<file path="src/rtl/mas_consts.svh">
`ifndef MAS_CONSTS_SVH
`define MAS_CONSTS_SVH

// Register byte offsets, low address byte only
`define MAS_OFF_CMD 8'h00
`define MAS_OFF_DATA 8'h04
`define MAS_OFF_STAT 8'h08
`define MAS_OFF_CTRL 8'h0C

// Command code field
`define MAS_CMD_MSB 2
// Dial digit field, weight 8 at bit 7 down to weight 1 at bit 4
`define MAS_DIGIT_MSB 7
`define MAS_DIGIT_LSB 4
// Status word bit positions
`define MAS_ST_OCC 7
`define MAS_ST_ABANDON 6
`define MAS_ST_DSS 4
`define MAS_ST_DSR 0
`define MAS_ST_SRQ 8
`define MAS_ST_STATE_LSB 9
// Control bit: 1 selects release by the data set
`define MAS_CTRL_DSOPT 0
`define MAS_CTRL_RST 1'b0

// Timing, clock in kHz and times in ms
`define MAS_CLK_KHZ 25_000
`define MAS_ANS_MIN_MS 200
`define MAS_ANS_MAX_MS 40_000
`define MAS_DISC_MIN_MS 175
`define MAS_DISC_MAX_MS 1_000
`define MAS_OFF_MS 150
`define MAS_ANS_MIN_CYC (`MAS_ANS_MIN_MS * `MAS_CLK_KHZ)
`define MAS_ANS_MAX_CYC (`MAS_ANS_MAX_MS * `MAS_CLK_KHZ)
`define MAS_DISC_MIN_CYC (`MAS_DISC_MIN_MS * `MAS_CLK_KHZ)
`define MAS_DISC_MAX_CYC (`MAS_DISC_MAX_MS * `MAS_CLK_KHZ)
`define MAS_OFF_CYC (`MAS_OFF_MS * `MAS_CLK_KHZ)

`endif

</file>
<file path="src/rtl/mas_pkg.sv">
package mas_pkg;

    // Call sequencing states
    typedef enum logic [2:0] {
        ST_IDLE = 3'b000,
        ST_DIALING = 3'b001,
        ST_WAIT_ANS = 3'b010,
        ST_CONNECTED = 3'b011,
        ST_DISC_WAIT = 3'b100,
        ST_OFF_WAIT = 3'b101
    } mas_state_t;

    // Command codes written to the command register
    typedef enum logic [2:0] {
        CMD_NONE = 3'b000,
        CMD_TERM_READY = 3'b001,
        CMD_CALL_REQUEST = 3'b010,
        CMD_DIAL_DONE = 3'b011,
        CMD_ENABLE_DISC = 3'b100,
        CMD_TERM_OFF = 3'b101
    } mas_cmd_t;

    // Register select
    typedef enum logic [2:0] {
        SEL_NONE = 3'b000,
        SEL_CMD = 3'b001,
        SEL_DATA = 3'b010,
        SEL_STAT = 3'b011,
        SEL_CTRL = 3'b100
    } mas_sel_t;

endpackage : mas_pkg

</file>
<file path="src/rtl/mas_sequencer.sv">
// Chosen here: register access over APB and the register offsets.
`timescale 1ns/1ns
`include "mas_consts.svh"

module mas_sequencer #(
    parameter logic [31:0] ANS_MIN_CYC = 32'(`MAS_ANS_MIN_CYC),
    parameter logic [31:0] ANS_MAX_CYC = 32'(`MAS_ANS_MAX_CYC),
    parameter logic [31:0] DISC_MIN_CYC = 32'(`MAS_DISC_MIN_CYC),
    parameter logic [31:0] DISC_MAX_CYC = 32'(`MAS_DISC_MAX_CYC),
    parameter logic [31:0] OFF_CYC = 32'(`MAS_OFF_CYC)
) (
    // Clock and reset
    input wire logic pclk,
    input wire logic presetn,
    // APB slave
    input wire logic psel,
    input wire logic penable,
    input wire logic pwrite,
    input wire logic [31:0] paddr,
    input wire logic [31:0] pwdata,
    output logic [31:0] prdata,
    output logic pready,
    output logic pslverr,
    // Service request to the host
    output logic srq,
    // Automatic calling unit
    input wire logic acu_next_digit,
    input wire logic acu_abandon,
    input wire logic data_set_status_line,
    input wire logic acu_digit_ready,
    output logic call_request_line,
    output logic [3:0] acu_digit,
    output logic acu_digit_valid,
    // Data set
    input wire logic ds_ready,
    input wire logic line_occupied,
    output logic terminal_ready
);

    ////////////////////////////////////////////////////////////////////////////
    // Input synchronisers

    logic [5:0] sync1_reg, sync2_reg;
    logic pnd_prev_reg;
    logic pnd_s, abandon_s, dss_s, dig_rdy_s, dsr_s, occ_s;

    // Two flops on every pin, read at the second stage; the next-digit pin also feeds a third flop for edge detection
    always_ff @(posedge pclk or negedge presetn) begin
        if (!presetn) begin
            sync1_reg <= 6'h00;
            sync2_reg <= 6'h00;
            pnd_prev_reg <= 1'b0;
        end else begin
            sync1_reg <= {acu_next_digit, acu_abandon, data_set_status_line,
                          acu_digit_ready, ds_ready, line_occupied};
            sync2_reg <= sync1_reg;
            pnd_prev_reg <= sync2_reg[5];
        end
    end

    assign pnd_s = sync2_reg[5];
    assign abandon_s = sync2_reg[4];
    assign dss_s = sync2_reg[3];
    assign dig_rdy_s = sync2_reg[2];
    assign dsr_s = sync2_reg[1];
    assign occ_s = sync2_reg[0];

    ////////////////////////////////////////////////////////////////////////////
    // APB slave

    // Only the low address byte is decoded
    function automatic mas_pkg::mas_sel_t addr_sel(input logic [31:0] a);
        if (a[7:0] == `MAS_OFF_CMD) addr_sel = mas_pkg::SEL_CMD;
        else if (a[7:0] == `MAS_OFF_DATA) addr_sel = mas_pkg::SEL_DATA;
        else if (a[7:0] == `MAS_OFF_STAT) addr_sel = mas_pkg::SEL_STAT;
        else if (a[7:0] == `MAS_OFF_CTRL) addr_sel = mas_pkg::SEL_CTRL;
        else addr_sel = mas_pkg::SEL_NONE;
    endfunction : addr_sel

    mas_pkg::mas_sel_t sel;
    logic pready_reg, pready_next, pslverr_reg, pslverr_next;
    logic [31:0] prdata_reg, prdata_next;
    logic ctrl_reg, ctrl_next;
    logic acc_wait, commit, wr_cmd, wr_data, rd_stat, buf_push, buf_in_ready;
    logic [31:0] status_word;
    mas_pkg::mas_cmd_t cmd;
    mas_pkg::mas_state_t state_reg, state_next;
    logic srq_reg, abandon_reg, crq_reg, dtr_reg;

    assign sel = addr_sel(paddr);
    assign acc_wait = psel & penable & ~pready_reg;
    assign commit = psel & penable & pready_reg;
    assign wr_cmd = commit & pwrite & (sel == mas_pkg::SEL_CMD);
    assign wr_data = commit & pwrite & (sel == mas_pkg::SEL_DATA);
    assign rd_stat = commit & ~pwrite & (sel == mas_pkg::SEL_STAT);
    assign buf_push = wr_data;
    assign cmd = mas_pkg::mas_cmd_t'(pwdata[`MAS_CMD_MSB:0]);

    always_comb begin
        status_word = 32'h0000_0000;
        status_word[`MAS_ST_OCC] = occ_s;
        status_word[`MAS_ST_ABANDON] = abandon_reg;
        status_word[`MAS_ST_DSS] = dss_s;
        status_word[`MAS_ST_DSR] = dsr_s;
        status_word[`MAS_ST_SRQ] = srq_reg;
        status_word[`MAS_ST_STATE_LSB +: 3] = state_reg;
    end

    // Answer one cycle into the access phase; a digit write stalls while
    // the buffer is full, so a slow calling unit never loses a digit
    always_comb begin
        pready_next = acc_wait & ~(pwrite & (sel == mas_pkg::SEL_DATA) & ~buf_in_ready);
        pslverr_next = acc_wait & (sel == mas_pkg::SEL_NONE);
        prdata_next = prdata_reg;
        if (acc_wait & ~pwrite) begin
            if (sel == mas_pkg::SEL_STAT) prdata_next = status_word;
            else if (sel == mas_pkg::SEL_CTRL) prdata_next = {31'h0000_0000, ctrl_reg};
            else prdata_next = 32'h0000_0000;
        end
        ctrl_next = ctrl_reg;
        if (commit & pwrite & (sel == mas_pkg::SEL_CTRL)) ctrl_next = pwdata[`MAS_CTRL_DSOPT];
    end

    always_ff @(posedge pclk or negedge presetn) begin
        if (!presetn) begin
            pready_reg <= 1'b0;
            pslverr_reg <= 1'b0;
            prdata_reg <= 32'h0000_0000;
            ctrl_reg <= `MAS_CTRL_RST;
        end else begin
            pready_reg <= pready_next;
            pslverr_reg <= pslverr_next;
            prdata_reg <= prdata_next;
            ctrl_reg <= ctrl_next;
        end
    end

    assign pready = pready_reg;
    assign pslverr = pslverr_reg;
    assign prdata = prdata_reg;

    ////////////////////////////////////////////////////////////////////////////
    // Digit path to the calling unit

    mas_buf #(.W(4)) u_buf (
        .clk(pclk),
        .rst_n(presetn),
        .in_valid(buf_push),
        .in_ready(buf_in_ready),
        .in_data(pwdata[`MAS_DIGIT_MSB:`MAS_DIGIT_LSB]),
        .out_valid(acu_digit_valid),
        .out_ready(dig_rdy_s),
        .out_data(acu_digit)
    );

    ////////////////////////////////////////////////////////////////////////////
    // Call sequencer

    logic [31:0] tmr_reg, tmr_next;
    logic srq_next, abandon_next, crq_next, dtr_next, srq_set, busy;

    assign busy = occ_s | dsr_s;

    always_comb begin
        state_next = state_reg;
        abandon_next = abandon_reg;
        crq_next = crq_reg;
        dtr_next = dtr_reg;
        srq_set = 1'b0;
        // Line-side progress
        case (state_reg)
            mas_pkg::ST_DIALING: begin
                if (pnd_s & ~pnd_prev_reg) srq_set = 1'b1;
            end
            mas_pkg::ST_WAIT_ANS: begin
                if (tmr_reg >= ANS_MIN_CYC && (dsr_s | abandon_s)) begin
                    srq_set = 1'b1;
                    abandon_next = ~dsr_s;
                    state_next = dsr_s ? mas_pkg::ST_CONNECTED : mas_pkg::ST_IDLE;
                end else if (tmr_reg >= ANS_MAX_CYC) begin
                    srq_set = 1'b1;
                    abandon_next = 1'b1;
                    state_next = mas_pkg::ST_IDLE;
                end
            end
            mas_pkg::ST_DISC_WAIT: begin
                if ((tmr_reg >= DISC_MIN_CYC && !occ_s && !dss_s)
                    || tmr_reg >= DISC_MAX_CYC) begin
                    srq_set = 1'b1;
                    state_next = mas_pkg::ST_IDLE;
                end
            end
            mas_pkg::ST_OFF_WAIT: begin
                if (tmr_reg >= OFF_CYC) begin
                    srq_set = 1'b1;
                    state_next = mas_pkg::ST_IDLE;
                end
            end
            default: begin
            end
        endcase
        // Host commands take priority over line progress
        if (wr_cmd) begin
            case (cmd)
                mas_pkg::CMD_TERM_READY: dtr_next = 1'b1;
                mas_pkg::CMD_CALL_REQUEST: begin
                    if (dtr_reg && !busy && !crq_reg && state_reg == mas_pkg::ST_IDLE) begin
                        crq_next = 1'b1;
                        abandon_next = 1'b0;
                        state_next = mas_pkg::ST_DIALING;
                    end
                end
                mas_pkg::CMD_DIAL_DONE: begin
                    if (state_reg == mas_pkg::ST_DIALING) state_next = mas_pkg::ST_WAIT_ANS;
                end
                mas_pkg::CMD_ENABLE_DISC: begin
                    if (crq_reg) begin
                        crq_next = 1'b0;
                        abandon_next = 1'b0;
                        if (!(ctrl_reg && state_reg == mas_pkg::ST_CONNECTED))
                            state_next = mas_pkg::ST_DISC_WAIT;
                    end
                end
                mas_pkg::CMD_TERM_OFF: begin
                    dtr_next = 1'b0;
                    state_next = mas_pkg::ST_OFF_WAIT;
                end
                default: begin
                end
            endcase
        end
        tmr_next = (state_next != state_reg) ? 32'h0000_0000 : tmr_reg + 32'h0000_0001;
        srq_next = srq_set | (srq_reg & ~(rd_stat | wr_data));
    end

    always_ff @(posedge pclk or negedge presetn) begin
        if (!presetn) begin
            state_reg <= mas_pkg::ST_IDLE;
            tmr_reg <= 32'h0000_0000;
            srq_reg <= 1'b0;
            abandon_reg <= 1'b0;
            crq_reg <= 1'b0;
            dtr_reg <= 1'b0;
        end else begin
            state_reg <= state_next;
            tmr_reg <= tmr_next;
            srq_reg <= srq_next;
            abandon_reg <= abandon_next;
            crq_reg <= crq_next;
            dtr_reg <= dtr_next;
        end
    end

    assign srq = srq_reg;
    assign call_request_line = crq_reg;
    assign terminal_ready = dtr_reg;
endmodule : mas_sequencer

</file>
<file path="src/rtl/mas_buf.sv">
`timescale 1ns/1ns

module mas_buf #(
    parameter int W = 4
) (
    // Clock and reset
    input wire logic clk,
    input wire logic rst_n,
    // Filling side
    input wire logic in_valid,
    output logic in_ready,
    input wire logic [W-1:0] in_data,
    // Draining side
    output logic out_valid,
    input wire logic out_ready,
    output logic [W-1:0] out_data
);

    logic v0_reg, v0_next, v1_reg, v1_next;
    logic [W-1:0] d0_reg, d0_next, d1_reg, d1_next;
    logic pop, push;

    // Entry 0 is always the head, so outputs come straight from flops
    always_comb begin
        pop = v0_reg & out_ready;
        push = in_valid & ~v1_reg;
        v0_next = v0_reg;
        v1_next = v1_reg;
        d0_next = d0_reg;
        d1_next = d1_reg;
        if (pop) begin
            v0_next = v1_reg;
            d0_next = d1_reg;
            v1_next = 1'b0;
        end
        if (push) begin
            if (!v0_next) begin
                v0_next = 1'b1;
                d0_next = in_data;
            end else begin
                v1_next = 1'b1;
                d1_next = in_data;
            end
        end
    end

    always_ff @(posedge clk or negedge rst_n) begin
        if (!rst_n) begin
            v0_reg <= 1'b0;
            v1_reg <= 1'b0;
            d0_reg <= '0;
            d1_reg <= '0;
        end else begin
            v0_reg <= v0_next;
            v1_reg <= v1_next;
            d0_reg <= d0_next;
            d1_reg <= d1_next;
        end
    end

    // Ready only while the second slot is free: full is honest
    assign in_ready = ~v1_reg;
    assign out_valid = v0_reg;
    assign out_data = d0_reg;

endmodule : mas_buf

</file>
<file path="config.mk">
export PLATFORM = sky130hd
export DESIGN_NAME = mas_sequencer
export DESIGN_NICKNAME = d
export VERILOG_FILES = /design/src/rtl/mas_pkg.sv /design/src/rtl/mas_sequencer.sv /design/src/rtl/mas_buf.sv
export VERILOG_INCLUDE_DIRS = /design/src /design/src/rtl
export SDC_FILE = /design/constraint.sdc
export NUM_CORES = 1
export LEC_CHECK = 0
export BUFFER_PORTS_ARGS = -buffer_cell sky130_fd_sc_hd__buf_2
export CORE_AREA = 2 2 125 127
export DETAILED_ROUTE_END_ITERATION = 10
export DIE_AREA = 0 0 127 129
export HOLD_SLACK_MARGIN = 0.15
export PLACE_DENSITY_LB_ADDON = 0.08
export REMOVE_ABC_BUFFERS = 1
export SLEW_MARGIN = 20
export SYNTH_ARGS = -nofsm -noshare
export SYNTH_HDL_FRONTEND = slang
export SYNTH_SLANG_ARGS = --single-unit
</file>
<file path="constraint.sdc">
create_clock -name pclk -period 2.9 [get_ports pclk]
set_input_delay 0.58 -clock pclk [delete_from_list [all_inputs] [get_ports pclk]]
set_output_delay 0.58 -clock pclk [all_outputs]
set_load 0.01 [all_outputs]
</file>
# Word-level counts from Yosys, hierarchy flattened

Cells that the tools add are included.

Bits in latches: 0
Memories: 0
Bits in writable memories: 0
Memory bits (read-only): 0
Register bits: 97
Output and inout port bits: 42

Reduce and logical (&&, ||, !) cells: 20
Div/mod/pow operators: 0
Equality and inequality tests: 19
Multiply operators: 0
Bitwise gates (word level): 29
$add $sub $neg: 1
Muxes and demuxes: 43
Magnitude comparators: 5
Shifts and indexed selects: 0

Operator list:

| operator                                              | number |
|---|---|
| >= comparator 32 x 23 -> 1 bit, second input constant | 2 |
| two-way mux 32 bit                                    | 2 |
| two-way mux 3 bit                                     | 13 |
| adder 32 x 1 -> 32 bit, second input constant         | 1 |
| >= comparator 32 x 22 -> 1 bit, second input constant | 1 |
| >= comparator 32 x 25 -> 1 bit, second input constant | 1 |
| >= comparator 32 x 30 -> 1 bit, second input constant | 1 |
| bitwise AND 1 bit                                     | 18 |
| equality test 3 x 2 -> 1 bit, second input constant   | 6 |
| two-way mux 1 bit                                     | 18 |
| equality test 8 x 4 -> 1 bit, second input constant   | 2 |
| equality test 3 bit, second input constant            | 5 |
| two-way mux 4 bit                                     | 3 |
| case mux 3 bit (4 select lines)                       | 1 |
| equality test 3 x 1 -> 1 bit, second input constant   | 3 |
| case mux 3 bit (3 select lines)                       | 1 |
| equality test 8 x 3 -> 1 bit, second input constant   | 1 |
| zero test 8 bit                                       | 1 |
| logical AND 1 bit                                     | 7 |
| inverter 1 bit                                        | 7 |
| zero test 3 bit                                       | 2 |
| case mux 1 bit (2 select lines)                       | 3 |
| zero test 1 bit                                       | 4 |
| OR 1 bit                                              | 4 |
| other kinds (8)                                       | 10 |

# Depth between registers and ports, before layout

Depth in word-level cells: 12
Gate-level depth with buffers: 9
Gate-level depth less buffers: 7

# Modules after synthesis

From an unflattened synthesis, not the netlist that was laid out.

Cell total of the unflattened synthesis: 422
Area total of the unflattened synthesis: 4221.5 µm²

Modules (own cells, without submodules):

| module        | instances | cells an instance | seq. area each (µm²) | area each (µm²) |
|---|---|---|---|---|
| mas_sequencer | 1         | 389               | 1576.5               | 3784.9 |
| mas_buf       | 1         | 33                | 250.2                | 436.7 |

# Least setup slack after synthesis

OpenSTA, ideal clock, no wires.

Path type: input port to flip-flop
From: input pwdata[0]
To: register tmr_reg[11]
Path slack: 682 ps
Stages on the path: 8
Data required time: 2820 ps
Arrival: 2138 ps
Library setup time: 80 ps
Cell sequence: buf_2 nand4bb_1 o221ai_2 o221ai_1 o31ai_1 o211ai_4 buf_2 nor3_2

Longest elaborated chain between the ends: 5

RTL lines:

| what                                                                | line                 | source |
|---|---|---|
| from (decl)                                                         | mas_sequencer.sv:20  | `input wire logic [31:0] pwdata,` |
| equality test 3 bit or equality test 3 x 2 -> 1 bit (tied branches) | mas_sequencer.sv:204 | `case (cmd)` |
| case mux 3 bit (4 select lines) *                                   | mas_sequencer.sv:204 |  |
| two-way mux 3 bit *                                                 | mas_sequencer.sv:203 | `if (wr_cmd) begin` |
| != test 3 bit *                                                     | mas_sequencer.sv:232 | `tmr_next = (state_next != state_reg) ? 32'h0000_0000 : tmr_reg + 32'h0000_0001;` |
| two-way mux 32 bit *                                                | mas_sequencer.sv:232 |  |
| named net tmr_next[11]                                              | mas_sequencer.sv:159 | `logic [31:0] tmr_reg, tmr_next;` |
| to (signal assigned)                                                | mas_sequencer.sv:246 | `tmr_reg <= tmr_next;` |
| to (decl)                                                           | mas_sequencer.sv:159 |  |

The timed path passes the listed nets; every way through them passes the cells marked *.
A chain may end at the register's enable or synchronous reset.

# Final worst setup path

From: register tmr_reg[17]
To: register tmr_reg[1]

Longest elaborated chain between the ends: 12

RTL lines:

| what                              | line                 | source |
|---|---|---|
| >= comparator 32 x 23 -> 1 bit    | mas_sequencer.sv:187 | `if ((tmr_reg >= DISC_MIN_CYC && !occ_s && !dss_s)` |
| logical AND 1 bit (2 in series)   | mas_sequencer.sv:187 |  |
| logical OR 1 bit                  | mas_sequencer.sv:188 | `\|\| tmr_reg >= DISC_MAX_CYC) begin` |
| two-way mux 3 bit                 | mas_sequencer.sv:187 |  |
| case mux 3 bit (3 select lines) * | mas_sequencer.sv:171 | `case (state_reg)` |
| two-way mux 3 bit                 | mas_sequencer.sv:220 | `if (!(ctrl_reg && state_reg == mas_pkg::ST_CONNECTED))` |
| two-way mux 3 bit                 | mas_sequencer.sv:217 | `if (crq_reg) begin` |
| case mux 3 bit (4 select lines)   | mas_sequencer.sv:204 |  |
| two-way mux 3 bit *               | mas_sequencer.sv:203 |  |
| != test 3 bit *                   | mas_sequencer.sv:232 |  |
| two-way mux 32 bit *              | mas_sequencer.sv:232 |  |
| named net tmr_next[1]             | mas_sequencer.sv:159 |  |

Marks and branches as above.

==> summary.md <==
| Metric | Value |
|---|---|
| Status | finished clean |
| Crit path largest cell delay | 0.60 ns |
| DR iter-0 viols | roughly 140 |
| Core Area | ~15,000 µm² |
| Final Instance Count excl. Fillers | 675 |
| Site Rows | 45 |
| Fmax | roughly 410 MHz |
| Fin crit period | approximately 2.5 ns |
| Io pins | 117 |
| Register area share after synthesis | roughly 41% |
| Clock Latency Late Sink | around 0.35 ns |
| Slew HR | 61.01% |
| Unrepaired setup endpoints after global routing | no |
| Post-synth top flop | dfrtp_1 |
| CP Class | register to register |
| Compound-Gate Fraction of Synth Area | 13.36% |
| First-pass GRT wire length | between 15 and 20 mm |
| Crit path launch type | register |
| Worst-Margin Slew | ~0.58 ns |
| Biggest area consumer among synthesized cells | dfrtp_1 |
| Overflow after GRT | 0 |
| Cell Area, Synth | approximately 4400 µm² |
| CP max-delay cell | dfrtp_1 |
| XOR/XNOR Fraction of Synth Area | approximately 6.0% |
| Yosys reg bits | 73 |
| Vias in the first global route | approximately 3,300 |
| IO buf count | 43 |
| Footprint of the multi-input gates | 2282 µm² |
| Final worst path period share | 84.57% |
| Cell depth of the worst setup path | 8 |
| Post-synthesis adder-cell area fraction | less than 1% |
| Top-area cell type share of the netlist area | ~41% |
| Diodes inserted | 0 |
| Reg2reg start | tmr_reg[17]$_DFF_PN0_ |
| CTS resizes | 0 |
| Die width | about 130 µm |
| Synth top area cells | dfrtp_1 (41%), nor3_2 (6.8%), buf_4 (4.3%) |
| Cells after Synth | ~440 |
| Largest net degree at the start of global routing | 40 |
| R2R setup slack | 0.45 ns |
| Placer Congestion | between 0.8 and 0.9 |
| Pleak | around 2.3 nW |
| Clk root buf | clkbuf_16 |
| Hold Buf Count CTS | 0 |
| Final worst-path setup slack | around 0.45 ns |
| DRC | 0 |
| Worst setup EP type | register |
| Count of pins over their slew limit | 0 |
| CTS tree | done |
| Hold Path Class | input pin to asynchronous set/reset pin |
| Vias | approximately 3,400 |
| Layout fillers | ~1,500 |
| Number of synthesized flops with an enable pin | 0 |
| Core Util, Final | 33.92% |
| Router iterations before antenna repair | 4 |
| Die ar. | about 16,000 µm² |
| Total Wirelength | 10.79 mm |
| Crit. Startpoint | tmr_reg[17]$_DFF_PN0_ |
| Clock-pin slew on the worst setup and hold paths | about 0.06 ns |
| DP HPWL | 7.807 mm |
| Placed Cells | 659 |
| Worst path buffer plus inverter count | 2 |
| Synth cell types | just over 70 |
| Critical path endpoint | tmr_reg[1]$_DFF_PN0_ |
| CTS buffer count | 9 |
| Ratio of cells with drive above 1 in the final layout | 26.90% |
| Final hold vios | 0 |
| Main combinational cell family by area after synthesis | simple AND/OR/NAND/NOR gates |
| Vias/cell | 4.987 |
| Tot Pwr | between 2 and 2.5 mW |
| Layout area overhead | 15.37% |
| Antenna violations before repair | 0 |
| Critical Path RT | approximately 3.1 ns |
| Max clock buf depth | 2 |
| Total number of yosys warnings | 0 |
| Max FFs per register | 32 |
| Avg WL per Cell | roughly 16 µm |
| Multiplexer share of the synthesized area | under 10% |
| PwrDens | roughly 490 nW/µm² |
| Crit path arrival time | about 2.7 ns |
| Total of max-cap violations | 0 |
| ANT nets after route | 0 |
| Post-layout nets | approximately 560 |
| Reg area | ~1800 µm² |
| GRT Util Overall | between 10% and 20% |
| Critical Path, Cell by Cell | and4b_1, nand2_1, o41ai_2, a211oi_1, buf_4, o211ai_4, buf_12, nor3b_1 |
| Setup TNS Final | 0 ns |
| Post-synth ARST share | 100.0% |
| VDD IR max | roughly 230 µV |
| Syn_area_per_cell | ~10 µm² |
| Crit path max-delay family | compound AO/OA/AOI/OAI gates |
| Height of the chip | around 130 µm |
| H-tree lvl count | 3 |
| Dpl ws | around 0.42 ns |
| Clk sinks | 73 |
| Crit-path max FO | 32 |
| Skew final | between 0.007 and 0.008 ns |
| Simple-Gate Fraction of Synth Area | between 20 and 30% |
| Starting Density | between 20 and 30% |
| Setup violations, final | 0 |
| RR Endpoint | tmr_reg[1]$_DFF_PN0_ |
| Post-CTS setup repair buffer count | 0 |
| R2R depth | 8 |
-- worst min-delay path by stage --
stage	end	from	slack [ns]	cells past startpoint
after floorplan	abandon_reg$_DFF_PN0_	presetn	0.28	0
after global placement	sync2_reg[2]$_DFF_PN0_	sync1_reg[2]$_DFF_PN0_	0.34	0
after detailed placement	sync2_reg[4]$_DFF_PN0_	sync1_reg[4]$_DFF_PN0_	0.33	0
after CTS	tmr_reg[20]$_DFF_PN0_	presetn	0.22	1
after global routing	tmr_reg[0]$_DFF_PN0_	presetn	0.24	1
final	tmr_reg[2]$_DFF_PN0_	presetn	0.20	1
-- worst register-to-register path, cell delays in order (launching register included) --
cell,delay (ns)
dfrtp_1,0.60
and4b_1,0.32
nand2_1,0.09
o41ai_2,0.46
a211oi_1,0.14
buf_4,0.17
o211ai_4,0.19
buf_12,0.25
nor3b_1,0.12
-- where the power goes --
part | switching, mW | total (mW) | internal [mW]
clock network | 0.478 | 1.18 | 0.700
logic | 0.112 | 0.181 | 0.0691
registers | 0.0523 | 1.11 | 1.06
-- cells in the final DEF, fill, tap and decap left out, types with 3 or more instances in the layout --
cell / count
nand3_1: 19
and2_1: 5
nand2b_1: 5
nand2_1: 27
mux2_2: 5
nor3_1: 8
o21ai_0: 8
xor2_1: 15
nor2b_1: 6
buf_2: 42
nor2_1: 28
a211oi_1: 3
nor4_1: 8
a21oi_1: 14
a22o_1: 8
a41oi_1: 4
nor3b_1: 3
buf_4: 15
o31ai_1: 3
dfrtp_1: 73
conb_1: 24
nand4_1: 13
clkinv_4: 3
xnor2_1: 15
nor3_2: 30
inv_1: 16
mux2i_1: 4
and4_1: 5
and3_1: 3
clkbuf_16: 9
o211ai_1: 3
or2_2: 4
-- final cells by class --
type / instances / area share [%]
multi-input cells: 323 / 44.93
clock buffers: 10 / 4.704
repair buffers: 59 / 7.143
clock inverters: 6 / 1.453
flip-flops and latches: 73 / 35.96
inverters: 16 / 1.182
well taps: 188 / 4.631
-- routing by layer --
layer | wire length, µm | track usage [%] | vias to the layer above
met5 | 0 | 0 | -
met1 | 5239 | 19.67 | 1648
met2 | 4888 | 21.06 | 75
met4 | 256 | 6.658 | 0
li1 | - | - | 1628
met3 | 406 | 2.786 | 15
-- cells in the mapped netlist (5+ instances only) --
master	instances
nand4_1	13
buf_2	16
nor3_2	30
nor4_1	8
nand2_1	27
nor3_1	8
xnor2_1	15
nand3_1	19
nand2b_1	5
nor2b_1	6
and2_1	5
buf_4	25
a21oi_1	14
inv_1	16
mux2_2	5
and4_1	5
dfrtp_1	73
a22o_1	8
xor2_1	15
o21ai_0	8
nor2_1	28
-- stage by stage --
step	area [µm²]	hold slack [ns]
5_1_grt	5080	0.2384
2_1_floorplan	4161	0.2844
3_3_place_gp	4767	0.3359
3_5_place_dp	4767	0.3347
6_report	5080	0.2024
4_1_cts	5080	0.2232
-- kinds of logic (layout without fill, tap and decap cells) --
kind of cell | count (synthesis) | count (layout)
AND/OR/NAND/NOR | 187 | 187
flip-flops | 73 | 73
AO/OA/AOI/OAI | 71 | 71
buffers and inverters | 65 | 91
XOR/XNOR | 30 | 30
multiplexers | 9 | 9
adder cells (fa/ha/maj) | 2 | 2
other | 1 | 24
No activity file was read; power rests on OpenSTA's default activity.
